[config.mk]
export PLATFORM = sky130hd
export DESIGN_NAME = rsbie_top
export DESIGN_NICKNAME = d
export VERILOG_FILES = /design/src/inc/rsbie_pkg.sv /design/src/hdl/rsbie_sticky.sv /design/src/hdl/rsbie_slip_buf.sv /design/src/hdl/rsbie_top.sv
export SDC_FILE = /design/constraint.sdc
export NUM_CORES = 1
export LEC_CHECK = 0
export ABC_AREA = 0
export BUFFER_PORTS_ARGS = -buffer_cell sky130_fd_sc_hd__buf_2
export CORE_UTILIZATION = 30
export DETAILED_ROUTE_END_ITERATION = 12
export HOLD_SLACK_MARGIN = 0.05
export PLACE_DENSITY = 0.46
export REMOVE_ABC_BUFFERS = 1
export SYNTH_ARGS = -nofsm -noshare
export SYNTH_HDL_FRONTEND = slang
export SYNTH_HIERARCHICAL = 1
export SYNTH_SLANG_ARGS = --single-unit
export TNS_END_PERCENT = 5
[constraint.sdc]
create_clock -name sys_clk_i -period 7.8 [get_ports sys_clk_i]
set_clock_uncertainty 0.05 [all_clocks]
set_input_delay 1.56 -clock sys_clk_i [delete_from_list [all_inputs] [get_ports sys_clk_i]]
set_output_delay 1.56 -clock sys_clk_i [all_outputs]
set_load 0.1 [all_outputs]
[src/inc/rsbie_pkg.sv]
/*
 * Shared constants and types for the receive slip buffer interrupt block:
 * register map, field positions, reset values and buffer geometry.
 * Assumes a single 25 MHz clock domain and a 32-bit Avalon-MM register bus.
 */
package rsbie_pkg;

	// Register byte offsets on the Avalon-MM bus
	localparam logic [3:0] RSBIE_OFS_ENABLE = 4'h0;
	localparam logic [3:0] RSBIE_OFS_STATUS = 4'h4;
	localparam logic [3:0] RSBIE_OFS_LEVEL  = 4'h8;

	// Field positions shared by the enable and status registers
	localparam int RSBIE_BIT_FULL  = 2;
	localparam int RSBIE_BIT_EMPTY = 1;
	localparam int RSBIE_BIT_SLIP  = 0;
	localparam int RSBIE_EVT_W     = 3;

	// Values after reset
	localparam logic [2:0]  RSBIE_ENABLE_RST = 3'h0;
	localparam logic [2:0]  RSBIE_STATUS_RST = 3'h0;
	localparam logic [31:0] RSBIE_RDATA_RST  = 32'h0000_0000;

	// Slip buffer geometry: two frames of 8-bit timeslots
	localparam int         RSBIE_DATA_W = 8;
	localparam int         RSBIE_PTR_W  = 6;
	localparam logic [5:0] RSBIE_FRAME  = 6'h18;
	localparam logic [5:0] RSBIE_DEPTH  = 6'h30;

	// Slip events, laid out like the enable and status fields
	typedef struct packed {
		logic full;
		logic empty;
		logic slip;
	} rsbie_evt_t;

	// Register bus request as seen by the decoder
	typedef struct packed {
		logic        rd;
		logic        wr;
		logic [3:0]  addr;
		logic [3:0]  be;
		logic [31:0] wdata;
	} rsbie_req_t;

endpackage : rsbie_pkg

[src/hdl/rsbie_sticky.sv]
/*
 * Sticky status bits: hardware sets, software clears by writing one.
 * Assumes set and clear strobes are one-cycle pulses on sys_clk_i.
 */
`timescale 1ns/1ns
module rsbie_sticky
	import rsbie_pkg::*;
(
	input  wire logic             sys_clk_i,
	input  wire logic             rst_n_i,
	input  wire rsbie_evt_t       set_i,
	input  wire logic [2:0]       clr_i,
	output logic      [2:0]       sts_o
);

	logic [2:0] sts_q;
	logic [2:0] sts_d;

	// Set wins over a clear in the same cycle
	always_comb begin
		sts_d = (sts_q & ~clr_i) | set_i;
	end

	// Status storage
	always_ff @(posedge sys_clk_i or negedge rst_n_i) begin
		if (!rst_n_i) begin
			sts_q <= RSBIE_STATUS_RST;
		end else begin
			sts_q <= sts_d;
		end
	end

	assign sts_o = sts_q;

endmodule : rsbie_sticky

[src/hdl/rsbie_slip_buf.sv]
/*
 * Two-frame receive slip buffer. Writing while full drops the oldest frame;
 * reading while empty replays the last frame read. Never stalls either side.
 * Assumes write and read strobes are synchronous to sys_clk_i.
 */
`timescale 1ns/1ns
module rsbie_slip_buf
	import rsbie_pkg::*;
(
	input  wire logic                     sys_clk_i,
	input  wire logic                     rst_n_i,
	input  wire logic                     wr_i,
	input  wire logic [RSBIE_DATA_W-1:0]  wdata_i,
	input  wire logic                     rd_i,
	output logic      [RSBIE_DATA_W-1:0]  rdata_o,
	output logic      [RSBIE_PTR_W-1:0]   level_o,
	output rsbie_evt_t                    evt_o
);

	logic [RSBIE_DATA_W-1:0] mem_q [RSBIE_DEPTH];
	logic [RSBIE_DATA_W-1:0] mem_d [RSBIE_DEPTH];
	logic [RSBIE_PTR_W-1:0]  rp_q, rp_d, wp_q, wp_d, cnt_q, cnt_d;
	logic [RSBIE_DATA_W-1:0] rdata_q, rdata_d;
	rsbie_evt_t              evt_d;

	// Pointer advance modulo the buffer depth
	function automatic logic [RSBIE_PTR_W-1:0] ptr_add(input logic [RSBIE_PTR_W-1:0] p,
		input logic [RSBIE_PTR_W-1:0] n);
		logic [RSBIE_PTR_W:0] s;
		s = {1'b0, p} + {1'b0, n};
		if (s >= {1'b0, RSBIE_DEPTH}) begin
			s = s - {1'b0, RSBIE_DEPTH};
		end
		return s[RSBIE_PTR_W-1:0];
	endfunction : ptr_add

	// Read is served before write within a cycle
	always_comb begin
		mem_d   = mem_q;
		rp_d    = rp_q;
		wp_d    = wp_q;
		cnt_d   = cnt_q;
		rdata_d = rdata_q;
		evt_d   = '0;
		if (rd_i) begin
			if (cnt_d == '0) begin
				rp_d        = ptr_add(rp_d, RSBIE_DEPTH - RSBIE_FRAME);
				cnt_d       = RSBIE_FRAME;
				evt_d.empty = 1'b1;
				evt_d.slip  = 1'b1;
			end
			rdata_d = mem_q[rp_d];
			rp_d    = ptr_add(rp_d, 6'h01);
			cnt_d   = cnt_d - 6'h01;
		end
		if (wr_i) begin
			if (cnt_d == RSBIE_DEPTH) begin
				rp_d       = ptr_add(rp_d, RSBIE_FRAME);
				cnt_d      = cnt_d - RSBIE_FRAME;
				evt_d.full = 1'b1;
				evt_d.slip = 1'b1;
			end
			mem_d[wp_d] = wdata_i;
			wp_d        = ptr_add(wp_d, 6'h01);
			cnt_d       = cnt_d + 6'h01;
		end
	end

	// Buffer state registers
	always_ff @(posedge sys_clk_i or negedge rst_n_i) begin
		if (!rst_n_i) begin
			for (int i = 0; i < RSBIE_DEPTH; i++) begin
				mem_q[i] <= '0;
			end
			rp_q    <= '0;
			wp_q    <= '0;
			cnt_q   <= '0;
			rdata_q <= '0;
		end else begin
			mem_q   <= mem_d;
			rp_q    <= rp_d;
			wp_q    <= wp_d;
			cnt_q   <= cnt_d;
			rdata_q <= rdata_d;
		end
	end

	assign rdata_o = rdata_q;
	assign level_o = cnt_q;
	assign evt_o   = evt_d;

endmodule : rsbie_slip_buf

[src/hdl/rsbie_top.sv]
/*
 * Receive slip buffer with interrupt enable, sticky status and one level
 * interrupt, reached over an Avalon-MM slave with waitrequest.
 * Assumes one 25 MHz clock, asynchronous active-low reset, and a bus
 * master that holds each request until it samples waitrequest low.
 */
`timescale 1ns/1ns
module rsbie_top
	import rsbie_pkg::*;
(
	input  wire logic                     sys_clk_i,
	input  wire logic                     rst_n_i,
	input  wire logic [3:0]               avs_address_i,
	input  wire logic                     avs_read_i,
	input  wire logic                     avs_write_i,
	input  wire logic [31:0]              avs_writedata_i,
	input  wire logic [3:0]               avs_byteenable_i,
	output logic      [31:0]              avs_readdata_o,
	output logic                          avs_waitrequest_o,
	input  wire logic                     line_wr_i,
	input  wire logic [RSBIE_DATA_W-1:0]  line_data_i,
	input  wire logic                     sys_rd_i,
	output logic      [RSBIE_DATA_W-1:0]  sys_data_o,
	output logic                          irq_o
);

	rsbie_req_t              req;
	rsbie_evt_t              evt;
	logic [RSBIE_PTR_W-1:0]  level;
	logic [2:0]              sts;
	logic [2:0]              w1c;

	logic                    ack_q;
	logic                    ack_d;
	logic [31:0]             rdata_q;
	logic [31:0]             rdata_d;
	logic [2:0]              enable_q;
	logic [2:0]              enable_d;
	logic                    irq_q;
	logic                    irq_d;

	logic                    take;
	logic                    wr_take;

	// Collect the bus request into one carrier
	always_comb begin
		req.rd    = avs_read_i;
		req.wr    = avs_write_i;
		req.addr  = avs_address_i;
		req.be    = avs_byteenable_i;
		req.wdata = avs_writedata_i;
	end

	// Read decode; unmapped offsets read as zero
	function automatic logic [31:0] reg_read(input logic [3:0] a,
		input logic [2:0] en, input logic [2:0] st,
		input logic [RSBIE_PTR_W-1:0] lv);
		logic [31:0] v;
		v = '0;
		unique case (a)
			RSBIE_OFS_ENABLE: v[2:0] = en;
			RSBIE_OFS_STATUS: v[2:0] = st;
			RSBIE_OFS_LEVEL:  v[RSBIE_PTR_W-1:0] = lv;
			default:          v = '0;
		endcase
		return v;
	endfunction : reg_read

	// Write hit test, honouring the low byte lane
	function automatic logic reg_hit(input rsbie_req_t r, input logic [3:0] ofs);
		return r.wr && (r.addr == ofs) && r.be[0];
	endfunction : reg_hit

	// Every request waits exactly one cycle; it completes on the second edge
	always_comb begin
		ack_d   = (req.rd || req.wr) && !ack_q;
		take    = (req.rd || req.wr) && ack_q;
		wr_take = take && req.wr;
		rdata_d = rdata_q;
		if ((req.rd || req.wr) && !ack_q) begin
			rdata_d = req.rd ? reg_read(req.addr, enable_q, sts, level) : '0;
		end
	end

	// Bus handshake registers
	always_ff @(posedge sys_clk_i or negedge rst_n_i) begin
		if (!rst_n_i) begin
			ack_q   <= 1'b0;
			rdata_q <= RSBIE_RDATA_RST;
		end else begin
			ack_q   <= ack_d;
			rdata_q <= rdata_d;
		end
	end

	assign avs_waitrequest_o = (req.rd || req.wr) && !ack_q;
	assign avs_readdata_o    = rdata_q;

	// Enable register: one bit per interrupt, zero disables, one enables
	always_comb begin
		enable_d = enable_q;
		if (wr_take && reg_hit(req, RSBIE_OFS_ENABLE)) begin
			enable_d = req.wdata[2:0];
		end
	end

	// Enable storage, cleared at reset so all sources start disabled
	always_ff @(posedge sys_clk_i or negedge rst_n_i) begin
		if (!rst_n_i) begin
			enable_q <= RSBIE_ENABLE_RST;
		end else begin
			enable_q <= enable_d;
		end
	end

	// Write-one-to-clear strobes for the status register
	always_comb begin
		w1c = '0;
		if (wr_take && reg_hit(req, RSBIE_OFS_STATUS)) begin
			w1c = req.wdata[2:0];
		end
	end

	// Slip buffer on the receive path
	rsbie_slip_buf u_buf (
		.sys_clk_i (sys_clk_i),
		.rst_n_i   (rst_n_i),
		.wr_i      (line_wr_i),
		.wdata_i   (line_data_i),
		.rd_i      (sys_rd_i),
		.rdata_o   (sys_data_o),
		.level_o   (level),
		.evt_o     (evt)
	);

	// Status bits record slip events whether or not they are enabled
	rsbie_sticky u_sts (
		.sys_clk_i (sys_clk_i),
		.rst_n_i   (rst_n_i),
		.set_i     (evt),
		.clr_i     (w1c),
		.sts_o     (sts)
	);

	// Interrupt gating: a source counts only while its enable is one
	always_comb begin
		irq_d = |(sts & enable_q);
	end

	// Registered interrupt output
	always_ff @(posedge sys_clk_i or negedge rst_n_i) begin
		if (!rst_n_i) begin
			irq_q <= 1'b0;
		end else begin
			irq_q <= irq_d;
		end
	end

	assign irq_o = irq_q;
endmodule : rsbie_top

# == Word-level counts from Yosys, hierarchy flattened ==
# Cells that the tools add are included.
# op_classes
bitwise_logic,6
addsub,11
eq_ne,3
reduce_logical,15
order_cmp,7
muxes,31
# op_table
op,n
$bwmux W384,1
$mux W6,16
$bmux W8 S6,1
$demux W8 S6,1
$ge A7 B6 Y1 const B,4
$mux W8,3
$sub A6 B6 Y6 const B,4
$add A6 B1 Y7 const B,2
$add A6 B5 Y7 const B,2
$ge A7 B7 Y1 const B,2
$not A6 Y7,2
$logic_and A1 B1 Y1,10
$pmux W3 S3,1
$lt A7 B1 Y1 const B,1
$add A6 B1 Y6 const B,1
$and A3 B3 Y3,2
$eq A6 B6 Y1 const B,1
$logic_not A6 Y1,1
$mux W3,2
$sub A6 B1 Y6 const B,1
$sub A6 B5 Y6 const B,1
$eq A4 B3 Y1 const B,1
$eq A4 B4 Y1 const B,1
$logic_not A4 Y1,1
other kinds (7),11
# totals
in_bits,54
register_bits,450
out_inout_bits,42
wordCells,130

# == Depth between registers and ports, before layout ==
# depth
ltp_word,14
depth_mapped,28
mapped_depth_nobuf,26

# == Modules after synthesis ==
# Netlist, hierarchy kept.
# modules_own_cells
module,instances,area_each_um2,seq_area_each_um2,cells_per_inst
rsbie_slip_buf,1,19675.1,10259.8,1328
rsbie_top,1,783.3,275.3,75
rsbie_sticky,1,108.9,75.1,9

# == Worst setup path after synthesis ==
# OpenSTA, ideal clock, no wires.
# synth_timing
path_type,reg2reg
start,register u_buf.rp_q[1]
end,register u_buf.rp_q[5]
period_less_slack_ns,6.319
n_path_buf,4
arrival_time_ns,6.181
setup_time_ns,0.087
path_stages_with_launch,28
slack_ns,1.481
cell_sequence,dfrtp_1 > clkbuf_1 > clkbuf_1 > clkbuf_1 > inv_1 > ha_1 > and4b_1 > or4b_1 > a221oi_2 > buf_2 > xor2_1 > ha_1 > nand4b_1 > nor2_1 > a2111o_1 > or3_4 > o311a_4 > nor3_1 > inv_1 > ha_1 > inv_1 > ha_1 > nand2_1 > nor3_1 > a21oi_1 > a211oi_1 > mux2i_1 > a22oi_1
# synth_between
elab_chain_len,14
word_cells_on_any_way,17
# synth_lines
element,line_no,source
start: declaration,rsbie_slip_buf.sv:22,"logic [RSBIE_PTR_W-1:0] rp_q, rp_d, wp_q, wp_d, cnt_q, cnt_d;"
start signal: assignment,rsbie_slip_buf.sv:81,rp_q <= rp_d;
$add A6 B5 Y7,rsbie_slip_buf.sv:30,"s = {1'b0, p} + {1'b0, n};"
$sub A6 B6 Y6 or $ge A7 B6 Y1 (tied branches),"rsbie_slip_buf.sv:32, rsbie_slip_buf.sv:31",
$mux W6,rsbie_slip_buf.sv:31,"if (s >= {1'b0, RSBIE_DEPTH}) begin"
$mux W6,rsbie_slip_buf.sv:46,if (cnt_d == '0) begin
$mux W6,rsbie_slip_buf.sv:45,if (rd_i) begin
$add A6 B1 Y7,rsbie_slip_buf.sv:30,
$sub A6 B6 Y6 or $ge A7 B6 Y1 (tied branches),"rsbie_slip_buf.sv:32, rsbie_slip_buf.sv:31",
$mux W6,rsbie_slip_buf.sv:31,
$mux W6 (*),rsbie_slip_buf.sv:45,
$add A6 B5 Y7,rsbie_slip_buf.sv:30,
$sub A6 B6 Y6 or $ge A7 B6 Y1 (tied branches),"rsbie_slip_buf.sv:32, rsbie_slip_buf.sv:31",
$mux W6,rsbie_slip_buf.sv:31,
$mux W6,rsbie_slip_buf.sv:57,if (cnt_d == RSBIE_DEPTH) begin
$mux W6 (*),rsbie_slip_buf.sv:56,if (wr_i) begin
named net u_buf.rp_d[5],rsbie_slip_buf.sv:22,
# Mark *: on every way through the listed nets, which the timed path passes. The rest lies on a longest branch. The select of a mux whose other input is x is not followed.
# A chain may end at the register's enable or synchronous reset.

# == Worst setup path in the final report ==
# layout_timing
start,register u_buf.rp_q[3]
end,register u_buf.rp_q[5]
# The elaborated chain is that of the path after synthesis.

==> flow_summary.yaml <==
run_status:
  status: "finished clean"
setup_path:
  cp-end-kind: "flip-flop"
  r2r_slack_ns: 1.28
  critical_path.startpoint_type: "flip-flop"
  cp_max_fo: 14
  arrival_ns: 6.95
  r2r-start: "u_buf/rp_q[3]"
  rr_worst_depth: 26
  crit_type: "flip-flop to flip-flop"
  critPathRequiredTime_ns: 8.23
  reg2reg_to: "u_buf/rp_q[5]"
placed_design:
  dp_hpwl_um: 31300
  place_ws_ns: 1.35
  portBuffers: 37
  gp_congestion: 0.761
final_layout:
  area_delta_synth_final_pct: 12.3
  drive_gt1_share_pct: 45.5
  antennaDiodeCount: 0
  final_core_util_pct: 34.2
  fin_nets: 1486
job:
  maxCapViolCount: 0
sta:
  period_needed_ns: 6.52
  finalHoldViolations: 0
  finalCritPeriodShare_pct: 83.6
  slew_viol_final: 0
  worst_pin_slew_ns: 1.10
  grt_setup_unrepaired: "false"
  slew_headroom_pct: 26.2
  tns_ns: 0
  fmax_mhz: 153
  layout_setup_ws_ns: 1.28
  fin_hold_ws_ns: 0.429
  setup_viol: 0
floorplanning:
  rows: 95
  io-pin-count: 96
  die_x_um: 264
  die_h_um: 264
  core_area_sq_um: 67500
  initial_utilization_pct: 30.5
  dieArea_sq_um: 69600
cts:
  numCtsBuffers: 48
  root_buffer: "clkbuf_16"
  path_clk_slew_ns: 0.06
  cts_resized: 0
  cts_max_path_buffers: 3
  cts_max_level: 2
  cts_setup_buffers: 0
  cts.sinks: 424
  hold_buffers: 0
  worst_skew_pair.late_latency_ns: 0.58
  cts_tree: "yes"
power_and_ir_drop:
  ir_drop_uv: 287
  leakage_uw: 0.0103
  power_density_nw_per_um2: 413
  p_total_uw: 9530
synth:
  netlist_top_cells_area: "dfrtp_1 52%, mux2_2 21%, mux4_2 13%"
  synth_edf_count: 0
  synth_area_sq_um: 20600
  synth_top_area_share_pct: 51.6
  synth_seq_area_share_pct: 51.6
  synth.avg_cell_area_sq_um: 14.6
  async_flop_share_pct: 100
  synth_top_cells_by_count: "424 x dfrtp_1, 391 x mux2_2, 120 x mux4_2"
  yosysUniqueCellTypes: 77
  synth_most_common_cell: "dfrtp_1"
  synth-seq-cells: 424
  synth_cells: 1412
  yosys_warnings: 6
  synth_area_leader_cell: "dfrtp_1"
  synthFlopType: "dfrtp_1"
grt:
  grt_overflow: 0
  grt_max_degree: 173
  grt_usage_pct: 15.1
  grt_pass1_wl_um: 80400
  antenna_found_initial: 0
  grt_pass1_vias: 12500
min_path:
  hold_path_end: "avs_readdata_o[2]"
  min_delay_path_depth: 2
  hp-start: "avs_readdata_o[2]"
  hold_class: "flip-flop to flip-flop"
drt:
  drtIter0Drc: 690
  postRouteAntennaNets: 0
  via_per_inst: 5.09
  drcViolationCount: 0
  avgRoutedWirePerCell_um: 22.2
  first_pass_iters: 5
  via_count: 11800
  routed_wl_um: 51700
[kinds of logic (layout without fill, tap and decap cells)]
logic type / count (synthesis) / after routing / synth area share, %
AOI/OAI and AO/OA: 87 / 87 / 3.05
xor gates and xnor gates: 21 / 21 / 0.894
adders and majority gates: 16 / 16 / 0.973
buffers and inverters: 147 / 162 / 3.26
DFF: 424 / 424 / 51.6
muxes: 526 / 526 / 35.4
other: 1 / 26 / 0.0182
and+or+nand+nor: 190 / 190 / 4.86
[worst max-delay path by stage]
stage | cells after the start | end | startpoint
finish | 26 | u_buf/rp_q[5] | u_buf/rp_q[3]
global route | 26 | u_buf/rp_q[5] | u_buf/rp_q[3]
CTS | 26 | u_buf/rp_q[5] | u_buf/rp_q[3]
detailed placement | 26 | u_buf/rp_q[5] | u_buf/rp_q[3]
global placement | 26 | u_buf/rp_q[5] | u_buf/rp_q[3]
floorplan | 23 | u_buf/rp_q[5] | u_buf/rp_q[0]
[report_power, final]
part	internal, uW	leakage [uW]	switching (uW)
Combinational	1840	0.00398	1920
Clock	1320	0.000776	920
Sequential	3050	0.00559	484
Total	6200	0.0103	3320
[critical path, cell delays in order (launching register included)]
cell and delay [ns]:
dfrtp_1 0.49, inv_1 0.17, ha_1 0.26, xnor2_1 0.15
ha_1 0.20, and4b_1 0.21, or4b_1 0.53, a221oi_2 0.28
buf_4 0.32, xor2_1 0.11, ha_1 0.24, nand4b_1 0.13
nor2_1 0.08, a2111o_1 0.45, or3_4 0.40, o311a_4 0.35
nor3_1 0.26, inv_1 0.08, ha_1 0.32, inv_1 0.14
ha_1 0.17, nand2_1 0.05, nor3_1 0.30, a21oi_1 0.13
a211oi_1 0.21, mux2i_1 0.11, a22oi_1 0.22
[cell usage in the layout, fill, tap and decap left out, drive strengths merged, types with 4 or more instances in the layout]
| cell type | n |
|---|---|
| buf | 49 |
| and2 | 6 |
| mux4 | 120 |
| nor4 | 7 |
| nand3 | 13 |
| clkinv | 11 |
| nand2b | 5 |
| mux2i | 11 |
| ha | 16 |
| nor2 | 63 |
| nor2b | 8 |
| mux2 | 395 |
| xor2 | 6 |
| and3 | 5 |
| or3 | 4 |
| a21oi | 26 |
| conb | 26 |
| nand4 | 4 |
| o31ai | 4 |
| clkbuf | 71 |
| nand2 | 42 |
| o21ai | 16 |
| a211oi | 5 |
| nor3 | 10 |
| dfrtp | 424 |
| inv | 28 |
| xnor2 | 15 |
[layer usage]
layer / global-route usage (%) / share of wire [%] / vias up
met4: 3.87 / 1.9 / 0
met5: 0 / 0 / -
met3: 2.42 / 3.6 / 67
li1: - / - / 5191
met2: 24.2 / 47 / 212
met1: 21.3 / 47 / 6367
[state kept, by name (all words and copies together) (netlist names)]
register and count:
ack_q 1, avs_readdata_o 6, enable_q 3, irq_o 1
u_buf/level_o 6, u_buf/mem_q 384, u_buf/rdata_o 8, u_buf/rp_q 6
u_buf/wp_q 6, u_sts/sts_o 3
[layout make-up]
class	count	area [sq um]
flip-flops and latches	424	10600
multi-input cells	866	9390
well taps	873	1090
inverters	27	101
clock inverters	15	146
fillers	6540	44400
repair buffers	49	323
clock buffers	71	1420
[per-stage QoR]
step,std cells,cell area (sq um)
after floorplan,1317,20100
after global placement,2239,21500
after detailed placement,2239,21500
after CTS,2325,23100
after global routing,2325,23100
final,2325,23100
Power figures use the tool's default switching activity.
